==> config.mk <==
export PLATFORM = sky130hd
export DESIGN_NAME = hcs_top
export DESIGN_NICKNAME = d
export VERILOG_FILES = /design/src/hcs_pkg.sv /design/src/hcs_flag.sv /design/src/hcs_ptr_mask.sv /design/src/hcs_top.sv
export SDC_FILE = /design/constraint.sdc
export NUM_CORES = 1
export LEC_CHECK = 0
export ABC_CLOCK_PERIOD_IN_PS = 2600
export BUFFER_PORTS_ARGS = -buffer_cell sky130_fd_sc_hd__buf_4
export CAP_MARGIN = 20
export CORE_MARGIN = 2
export CORE_UTILIZATION = 46
export CTS_CLUSTER_DIAMETER = 80
export DETAILED_ROUTE_END_ITERATION = 16
export PLACE_DENSITY = 0.76
export SYNTH_ARGS = -nofsm -noshare
export SYNTH_HDL_FRONTEND = slang
export SYNTH_SLANG_ARGS = --single-unit
export TNS_END_PERCENT = 10
==> constraint.sdc <==
create_clock -name core_clk -period 2.6 [get_ports core_clk]
set_clock_uncertainty 0.2 [all_clocks]
set_input_delay 0.39 -clock core_clk [delete_from_list [all_inputs] [get_ports core_clk]]
set_output_delay 0.39 -clock core_clk [all_outputs]
set_load 0.02 [all_outputs]
==> src/hcs_pkg.sv <==
// Constants, types and field layout for the host control and error status bits
package hcs_pkg;

    localparam int ADDR_W = 4;
    localparam int DATA_W = 32;

    // Byte offsets of the registers
    localparam logic [ADDR_W-1:0] OFF_CTRL  = 4'h0;
    localparam logic [ADDR_W-1:0] OFF_NMASK = 4'h4;
    localparam logic [ADDR_W-1:0] OFF_FMASK = 4'h8;
    localparam logic [ADDR_W-1:0] OFF_CFG   = 4'hC;

    // Field positions
    localparam int BIT_CPU_PAR  = 4;
    localparam int BIT_PCI_PAR  = 5;
    localparam int BIT_DMA_PAR  = 6;
    localparam int BIT_DISCARD  = 8;
    localparam int BIT_PCI_NRST = 9;
    localparam int LSIZE_LO     = 10;
    localparam int LSIZE_HI     = 12;
    localparam int CFG_PAR_EN   = 0;

    localparam int NUM_FLAGS = 4;
    localparam int FLAG_POS [0:NUM_FLAGS-1] = '{4, 5, 6, 8};
    localparam logic [DATA_W-1:0] FLAG_MASK = 32'h0000_0170;

    // Reset values
    localparam logic [DATA_W-1:0] RST_MASK  = 32'h0000_0000;
    localparam logic              RST_NRST  = 1'h0;
    localparam logic [2:0]        RST_LSIZE = 3'h0;
    localparam logic              RST_PAREN = 1'h0;
    localparam logic [16:0]       RST_PTR_MASK = 17'h003FC;

    // Pointer counting span
    localparam int PTR_LO      = 2;
    localparam int PTR_BASE_HI = 9;
    localparam int PTR_W       = 17;

    typedef enum logic [1:0] {
        ST_IDLE = 2'b01,
        ST_ACK  = 2'b10
    } hcs_bus_state_t;

    typedef struct packed {
        logic cpu_rd_parity;
        logic pci_rd_parity;
        logic dma_rd_parity;
        logic discard_timer_zero;
        logic read_data_discarded;
    } hcs_events_t;

endpackage

==> src/hcs_flag.sv <==
// Sticky error flag with configurable clearing data value
`timescale 1ns/1ps
module hcs_flag #(
    parameter logic CLEAR_ON = 1'h1
) (
    input  wire logic core_clk,
    input  wire logic rst,
    input  wire logic set,
    input  wire logic wr_en,
    input  wire logic wr_bit,
    output logic      q
);

    logic next_q;

    // Set beats a clearing write
    always_comb begin
        next_q = q;
        if (set) begin
            next_q = 1'b1;
        end else if (wr_en && (wr_bit == CLEAR_ON)) begin
            next_q = 1'b0;
        end
    end

    always_ff @(posedge core_clk or posedge rst) begin
        if (rst) begin
            q <= 1'b0;
        end else begin
            q <= next_q;
        end
    end

endmodule // hcs_flag

==> src/hcs_ptr_mask.sv <==
// Decode of list size code into counting pointer bits
`timescale 1ns/1ps
module hcs_ptr_mask (
    input  wire logic                     core_clk,
    input  wire logic                     rst,
    input  wire logic [2:0]               list_size,
    output logic [hcs_pkg::PTR_W-1:0]     count_mask
);

    logic [hcs_pkg::PTR_W-1:0] next_mask;
    logic [4:0]                top_bit;

    always_comb begin
        top_bit   = 5'(hcs_pkg::PTR_BASE_HI) + {2'h0, list_size};
        next_mask = '0;
        for (int b = hcs_pkg::PTR_LO; b < hcs_pkg::PTR_W; b++) begin
            next_mask[b] = (5'(b) <= top_bit);
        end
    end

    always_ff @(posedge core_clk or posedge rst) begin
        if (rst) begin
            count_mask <= hcs_pkg::RST_PTR_MASK;
        end else begin
            count_mask <= next_mask;
        end
    end

endmodule // hcs_ptr_mask

==> src/hcs_top.sv <==
// Host control and error status bits with Avalon-MM register slave
//
// Local design decisions: the Avalon-MM interface to the registers and the address map.
`timescale 1ns/1ps
module hcs_top (
    input  wire logic                        core_clk,
    input  wire logic                        rst,
    input  wire logic [hcs_pkg::ADDR_W-1:0]  avs_address,
    input  wire logic                        avs_read,
    input  wire logic                        avs_write,
    input  wire logic [31:0]                 avs_writedata,
    input  wire logic [3:0]                  avs_byteenable,
    output logic      [31:0]                 avs_readdata,
    output logic                             avs_waitrequest,
    input  wire hcs_pkg::hcs_events_t        err_events,
    input  wire logic                        central_fn,
    input  wire logic                        h2p_enq_req,
    output logic                             h2p_enq_accept,
    output logic                             pci_rst_n,
    output logic                             fifo_flush,
    output logic                             normal_irq,
    output logic                             fast_irq,
    output logic [hcs_pkg::PTR_W-1:0]        ptr_count_mask
);

    // Bus slave state
    hcs_pkg::hcs_bus_state_t state;
    hcs_pkg::hcs_bus_state_t next_state;
    logic                    next_wait;
    logic [31:0]             next_rdata;

    // Register state
    logic [31:0] nmask;
    logic [31:0] fmask;
    logic        pci_not_rst;
    logic [2:0]  list_size;
    logic        par_en;
    logic [31:0] next_nmask;
    logic [31:0] next_fmask;
    logic        next_pci_not_rst;
    logic [2:0]  next_list_size;
    logic        next_par_en;

    // Output state
    logic next_nirq;
    logic next_firq;
    logic next_pci_rst_n;
    logic next_flush;
    logic next_accept;

    // Flags and write decode
    logic [hcs_pkg::NUM_FLAGS-1:0] flag_set;
    logic [hcs_pkg::NUM_FLAGS-1:0] flag_q;
    logic [31:0]                   flags_vec;
    logic [31:0]                   wmask;
    logic [31:0]                   ctrl_rd;
    logic [31:0]                   rd_mux;
    logic                          wr_fire;
    logic                          ctrl_wr;
    logic                          nmask_wr;
    logic                          fmask_wr;
    logic                          cfg_wr;

    // Write strobes valid only on the accepting edge
    assign wr_fire  = (state == hcs_pkg::ST_ACK) && avs_write;
    assign ctrl_wr  = wr_fire && (avs_address == hcs_pkg::OFF_CTRL);
    assign nmask_wr = wr_fire && (avs_address == hcs_pkg::OFF_NMASK);
    assign fmask_wr = wr_fire && (avs_address == hcs_pkg::OFF_FMASK);
    assign cfg_wr   = wr_fire && (avs_address == hcs_pkg::OFF_CFG);
    assign wmask    = {{8{avs_byteenable[3]}}, {8{avs_byteenable[2]}},
                       {8{avs_byteenable[1]}}, {8{avs_byteenable[0]}}};

    // Event sources
    assign flag_set[0] = err_events.cpu_rd_parity && par_en;
    assign flag_set[1] = err_events.pci_rd_parity && par_en;
    assign flag_set[2] = err_events.dma_rd_parity && par_en;
    assign flag_set[3] = err_events.discard_timer_zero
                         && err_events.read_data_discarded;

    // Sticky flags, parity W1C and discard W0C
    generate
        for (genvar i = 0; i < hcs_pkg::NUM_FLAGS; i++) begin : g_flag
            localparam int POS = hcs_pkg::FLAG_POS[i];
            hcs_flag #(
                .CLEAR_ON (POS == hcs_pkg::BIT_DISCARD ? 1'h0 : 1'h1)
            ) u_flag (
                .core_clk (core_clk),
                .rst      (rst),
                .set      (flag_set[i]),
                .wr_en    (ctrl_wr && wmask[POS]),
                .wr_bit   (avs_writedata[POS]),
                .q        (flag_q[i])
            );
            assign flags_vec[POS] = flag_q[i];
        end
    endgenerate

    assign flags_vec[3:0]   = 4'h0;
    assign flags_vec[7]     = 1'b0;
    assign flags_vec[31:9]  = 23'h0;

    // Control register readback
    always_comb begin
        ctrl_rd = flags_vec;
        ctrl_rd[hcs_pkg::BIT_PCI_NRST] = pci_not_rst;
        ctrl_rd[hcs_pkg::LSIZE_HI:hcs_pkg::LSIZE_LO] = list_size;
    end

    always_comb begin
        case (avs_address)
            hcs_pkg::OFF_CTRL:  rd_mux = ctrl_rd;
            hcs_pkg::OFF_NMASK: rd_mux = nmask;
            hcs_pkg::OFF_FMASK: rd_mux = fmask;
            hcs_pkg::OFF_CFG:   rd_mux = {31'h0, par_en};
            default:            rd_mux = 32'h0000_0000;
        endcase
    end

    // Bus handshake: one wait cycle, then accept
    always_comb begin
        next_state = state;
        next_wait  = avs_waitrequest;
        next_rdata = avs_readdata;
        case (state)
            hcs_pkg::ST_IDLE: begin
                if (avs_read || avs_write) begin
                    next_state = hcs_pkg::ST_ACK;
                    next_wait  = 1'b0;
                    next_rdata = avs_read ? rd_mux : 32'h0000_0000;
                end
            end
            hcs_pkg::ST_ACK: begin
                next_state = hcs_pkg::ST_IDLE;
                next_wait  = 1'b1;
            end
            default: begin
                next_state = hcs_pkg::ST_IDLE;
                next_wait  = 1'b1;
            end
        endcase
    end

    always_ff @(posedge core_clk or posedge rst) begin
        if (rst) begin
            state           <= hcs_pkg::ST_IDLE;
            avs_waitrequest <= 1'b1;
            avs_readdata    <= 32'h0000_0000;
        end else begin
            state           <= next_state;
            avs_waitrequest <= next_wait;
            avs_readdata    <= next_rdata;
        end
    end

    // Software writable fields
    always_comb begin
        next_nmask       = nmask;
        next_fmask       = fmask;
        next_pci_not_rst = pci_not_rst;
        next_list_size   = list_size;
        next_par_en      = par_en;
        if (nmask_wr) begin
            next_nmask = ((nmask & ~wmask) | (avs_writedata & wmask)) & hcs_pkg::FLAG_MASK;
        end
        if (fmask_wr) begin
            next_fmask = ((fmask & ~wmask) | (avs_writedata & wmask)) & hcs_pkg::FLAG_MASK;
        end
        if (ctrl_wr && avs_byteenable[1]) begin
            next_pci_not_rst = avs_writedata[hcs_pkg::BIT_PCI_NRST];
            next_list_size   = avs_writedata[hcs_pkg::LSIZE_HI:hcs_pkg::LSIZE_LO];
        end
        if (cfg_wr && avs_byteenable[0]) begin
            next_par_en = avs_writedata[hcs_pkg::CFG_PAR_EN];
        end
    end

    always_ff @(posedge core_clk or posedge rst) begin
        if (rst) begin
            nmask       <= hcs_pkg::RST_MASK;
            fmask       <= hcs_pkg::RST_MASK;
            pci_not_rst <= hcs_pkg::RST_NRST;
            list_size   <= hcs_pkg::RST_LSIZE;
            par_en      <= hcs_pkg::RST_PAREN;
        end else begin
            nmask       <= next_nmask;
            fmask       <= next_fmask;
            pci_not_rst <= next_pci_not_rst;
            list_size   <= next_list_size;
            par_en      <= next_par_en;
        end
    end

    // Interrupts, PCI reset, flush and enqueue gate
    always_comb begin
        next_nirq      = |(flags_vec & nmask);
        next_firq      = |(flags_vec & fmask);
        next_pci_rst_n = pci_not_rst || !central_fn;
        next_flush     = !pci_not_rst;
        next_accept    = h2p_enq_req && pci_not_rst;
    end

    always_ff @(posedge core_clk or posedge rst) begin
        if (rst) begin
            normal_irq     <= 1'b0;
            fast_irq       <= 1'b0;
            pci_rst_n      <= 1'b1;
            fifo_flush     <= 1'b1;
            h2p_enq_accept <= 1'b0;
        end else begin
            normal_irq     <= next_nirq;
            fast_irq       <= next_firq;
            pci_rst_n      <= next_pci_rst_n;
            fifo_flush     <= next_flush;
            h2p_enq_accept <= next_accept;
        end
    end

    // Pointer counting span from list size
    hcs_ptr_mask u_ptr_mask (
        .core_clk   (core_clk),
        .rst        (rst),
        .list_size  (list_size),
        .count_mask (ptr_count_mask)
    );
endmodule // hcs_top

* Word level (Yosys, flattened, before mapping) *
Index checks and enable logic that the tools add are counted.

operators by class
  reductions and logical operators = 29
  add/subtract/negate cells = 1
  multiplexer cells = 14
  bitwise operators = 9
  $lt $le $gt $ge = 15
  eq/ne operators = 6

operator list
  operator               number
  $reduce_or A32 Y1      2
  $pmux W13 S4           1
  $and A9 B9 Y9          5
  $le A4 B5 Y1 const A   8
  $mux W32               1
  $le A3 B5 Y1 const A   4
  $or A9 B9 Y9           2
  $logic_and A1 B1 Y1    17
  $le A2 B5 Y1 const A   2
  $mux W1                10
  $not A9 Y9             1
  $eq A4 B4 Y1 const B   2
  $reduce_bool A2 Y1     4
  $add A4 B3 Y5 const A  1
  $le A5 B5 Y1 const A   1
  $eq A4 B3 Y1 const B   1
  $logic_not A4 Y1       1
  $mux W2                2
  $eq A2 B1 Y1 const B   1
  $eq A2 B2 Y1 const B   1
  $logic_not A1 Y1       2
  $logic_or A1 B1 Y1     2
  $ne A2 B2 Y1 const B   1
  $reduce_and A2 Y1      1
  $not A1 Y1             1

storage, ports and cells
  word-level logic and storage cells = 92
  output and inout port bits = 55
  register bits = 72
  bits of input ports = 51

* Depth between registers and ports, before layout *
  depth in word-level cells = 7
  gate-level depth with buffers = 6
  depth with buffers taken out = 5

* By module *
Synthesis repeated with hierarchy kept, for this count alone.

unflattened totals
  cells, all modules = 205
  area, all modules = 2338.5 µm²

modules (own cells, without submodules)
  module                            cells each  seq. area each (µm²)  area each (µm²)  times used
  hcs_top                           125         729.4                 1490.2           1
  hcs_ptr_mask                      64          385.4                 685.7            1
  hcs_flag at g_flag[0].u_flag ...  4           25.0                  40.0             3
  hcs_flag at g_flag[3].u_flag      4           25.0                  42.5             1

* Worst setup path after synthesis *
No wires, ideal clock.

  path kind = flip-flop to flip-flop
  start point = register list_size[0]
  end point = register u_ptr_mask.count_mask[10] (netlist bit)
  clock period less this slack = 1.819 ns
  library setup time = 0.086 ns
  arrival = 1.533 ns
  data required time = 2.314 ns
  path buffers = 1
  cell stages (with the launch flop) = 7
  setup slack = 0.781 ns
  cells stage by stage = dfrtp_1 inv_1 ha_1 clkbuf_1 o21ba_2 a22o_1 a32oi_1

on the way
  cells in the longest elaborated chain, start to end = 2

RTL lines
  element                            line                source
  from (decl)                        hcs_top.sv:36       logic [2:0] list_size;
  from (signal assigned)             hcs_top.sv:182      list_size <= hcs_pkg::RST_LSIZE;
  from (signal assigned)             hcs_top.sv:188      list_size <= next_list_size;
  $add A4 B3 Y5                      hcs_ptr_mask.sv:14  top_bit = 5'(hcs_pkg::PTR_BASE_HI) + {2'h0, list_size};
  $le A4 B5 Y1                       hcs_ptr_mask.sv:17  next_mask[b] = (5'(b) <= top_bit);
  via u_ptr_mask.next_mask, one bit  hcs_ptr_mask.sv:10  logic [hcs_pkg::PTR_W-1:0] next_mask;
  to (signal assigned)               hcs_ptr_mask.sv:23  count_mask <= hcs_pkg::RST_PTR_MASK;
  to (signal assigned)               hcs_ptr_mask.sv:25  count_mask <= next_mask;
  to (decl)                          hcs_ptr_mask.sv:7   output logic [hcs_pkg::PTR_W-1:0] count_mask

The timed path passes the listed nets, and every way through them passes these cells.
A chain may end at the register's enable or synchronous reset.

* Final worst setup path *
  start point = register list_size[1]
  end point = register u_ptr_mask.count_mask[10] (netlist bit)

The elaborated chain is that of the path after synthesis.

==> summary.md <==
| Metric | Value |
|---|---|
| Status | `finished, final reports clean` |
| Power Density | `624 nW/um2` |
| Total congestion overflow | `0` |
| Minimum clock period | `slightly below 2 ns` |
| TNS Setup | `0 ns` |
| Via density | `4.96` |
| Largest family of logic cells by synthesized area | `compound AO/OA/AOI/OAI gates` |
| Final setup fails | `0` |
| RSZ-0062 raised after global routing | `no` |
| Synth Cell Area | `2290 um2` |
| I/O Buffers | `55` |
| Worst EP arrival | `1.95 ns` |
| Cells after synthesis | `around 190` |
| Logic gate share of total power | `24.4%` |
| Largest net degree at the start of global routing | `18` |
| Max transition margin | `60.7%` |
| Routability congestion estimate | `between 0.8 and 0.9` |
| Clock Pin Slew Worst Setup and Hold Paths | `0.09 ns` |
| Drt first pass iters | `4` |
| CTS tree | `built` |
| Synthesis Warnings | `0` |
| Post-synth top area share | `between 40% and 50%` |
| Cell Rows | `25` |
| Startpoint class of the critical path | `register` |
| Slowest cell on crit path | `dfrtp_1` |
| Buf/Inv on CP | `0` |
| Slew Limit Fails | `0` |
| Final worst-path cycle share | `74.6%` |
| Total Power | `approximately 1.8 mW` |
| Avg Cell Area, Syn | `11.9 um2` |
| First-pass GRT wire length | `6950 um` |
| Layout cells sized above 1 | `40.4%` |
| Final Hold Fails | `0` |
| Post-synthesis cell type count | `between 40 and 50` |
| Synth-to-Final Area Change | `22.8%` |
| CP Capture Type | `register` |
| Seq/Total Area, Yosys | `53.1%` |
| Layout net count | `309` |
| Dominant synthesized flop cell | `dfrtp_1` |
| Clk pwr share | `25.4%` |
| Die Span Y | `74.5 um` |
| CTS Buf Count | `5` |
| Die Area | `5550 um2` |
| Post-synth ARST share | `100%` |
| Worst slew pin tran | `0.583 ns` |
| Leak | `1.32 nW` |
| Hold Crit Class | `in -> reg` |
| Top post-synthesis cells by area | `dfrtp_1, dfstp_2, mux2_2` |
| Starting density of the core | `a little under 50%` |
| Multiplexer area fraction after synthesis | `under 10%` |
| Worst hold slack | `0.0955 ns` |
| Core area | `around 4800 um2` |
| FF-to-FF setup slack | `between 0.6 and 0.7 ns` |
| Worst-skew pair later-pin latency | `0.30 ns` |
| Number of global-route vias before repair | `1420` |
| Largest stage delay, worst path | `~0.5 ns` |
| Critical path peak fanout | `10` |
| Largest area contributor in the netlist | `dfrtp_1` |
| Sequential Power Share | `50.3%` |
| Routed Antenna Nets | `0` |
| DIE WIDTH | `74.5 um` |
| DRT iter0 DRCs | `141` |
| Number of flops mapped to enable cells by yosys | `0` |
| DP HPWL | `between 3000 and 4000 um` |
| Worst Setup Path Type | `reg -> reg` |
| CP delay by family, top | `compound AO/OA/AOI/OAI gates` |
| Fmax | `516 MHz` |
| Clock root buffer master | `clkbuf_8` |
| Top Ports | `106` |
| Req. time, crit path | `2.61 ns` |
| Flops & latches, synth | `48` |
| Antenna diodes | `0` |
| Most frequent cells in the layout | `buf_4, dfrtp_1, conb_1, mux2_2, dfstp_2` |
| Net switching power | `about 0.55 mW` |
| Detailed-route via count | `1596` |
| Simple-gate area share of the yosys netlist | `about 11%` |
| XOR/XNOR share of the synthesized area | `0%` |
| Post-route DRC | `0` |
| WL final | `4410 um` |
| Gr usage total | `17.0%` |
| Net Sw Frac | `between 30% and 40%` |
| Leading cell type in the layout, fill and taps excluded | `buf_4` |
| Max-cap viol count | `0` |
| Internal | `1.20 mW` |
| H-tree Lvls | `2` |
| Worst vdd ir | `327 uV` |
| Postcts setup bufs | `0` |
| Max Buffers Root-to-Sink | `2` |
| Routed length per placed instance | `13.7 um` |
| Initial antenna violation count | `0` |
| Complex-gate fraction of the synthesized area | `14.1%` |
| Adder-cell share of the synthesized area | `under 10%` |
| CTS Sinks | `48` |
| Worst path cell trace | `ha_1 > o21ba_2 > a22o_1 > a32oi_1` |
==> kinds of logic (layout without fill, tap and decap cells) <==
group | Yosys count | count (layout)
AOI/OAI and AO/OA | 45 | 45
adders and majority gates | 4 | 4
buffers and inverters | 40 | 79
DFF | 48 | 48
muxes | 17 | 17
other | 1 | 25
and+or+nand+nor | 37 | 37
==> power groups by stage <==
stage	Sequential [mW]	Combinational, mW	Clock (mW)
2_1_floorplan	0.947	0.235	0
3_3_place_gp	0.893	0.418	0
3_5_place_dp	0.896	0.425	0
4_1_cts	0.881	0.430	0.458
5_1_grt	0.894	0.464	0.488
6_report	0.881	0.427	0.444
==> cell usage after synthesis, types with 2 or more instances <==
library cell,count
a21oi_1,6
a221o_1,3
a22o_1,5
a22oi_1,9
and2_1,2
buf_4,25
clkbuf_1,4
dfrtp_1,37
dfstp_2,11
ha_1,4
inv_1,10
mux2_2,17
nand2_1,7
nand2b_1,2
nand3_1,4
nor2_1,4
nor2b_1,4
nor3_1,2
o21ai_0,10
o2bb2ai_1,5
==> layer usage <==
metal	global-route usage [%]	vias up	wire length, um
li1	-	764	-
met1	24.7	758	1930
met2	24.8	67	2100
met3	2.71	7	290
met4	8.33	0	89
met5	0	-	0
==> area by class of cell <==
cell class / instances / area (um2)
Clock buffer: 5 / 68.8
Clock inverter: 3 / 23.8
Fill cell: 412 / 1950
Sequential cell: 48 / 1210
Tap cell: 67 / 83.8
Timing Repair Buffer: 61 / 463
Inverter: 10 / 37.5
Multi-Input combinational cell: 128 / 916
==> final timing paths <==
path                                               start                                   to  depth (start not counted)
worst max-delay path            list_size[1]$_DFFE_PP0P_  u_ptr_mask.count_mask[10]$_DFF_PP0_                          4
worst min-delay path                         h2p_enq_req             h2p_enq_accept$_DFF_PP0_                          2
worst max register to register  list_size[1]$_DFFE_PP0P_  u_ptr_mask.count_mask[10]$_DFF_PP0_                          4
worst min register to register   pci_not_rst$_DFFE_PP0P_                 fifo_flush$_DFF_PP1_                          1
max in group asynchronous                            rst                 state[0]$_DFFE_PP1P_                          4
min in group asynchronous                            rst  u_ptr_mask.count_mask[14]$_DFF_PP0_                          3
==> through the flow <==
stage / area (um2) / utilization (%) / setup slack (ns) / cells
after detailed placement: 2700 / 56.7 / 0.709 / 312
final: 2810 / 59.1 / 0.661 / 322
after floorplan: 2380 / - / 0.781 / 216
after CTS: 2810 / 59.1 / 0.703 / 322
after global routing: 2810 / 59.1 / 0.623 / 322
after global placement: 2700 / 56.7 / 0.689 / 312
==> what timing repair did <==
action | CTS | global route
gates resized for setup | 0 | 0
hold endpoints to repair | 8 | 0
hold buffers | 2 | 0
Note: power is estimated with default switching activity, not from simulation.
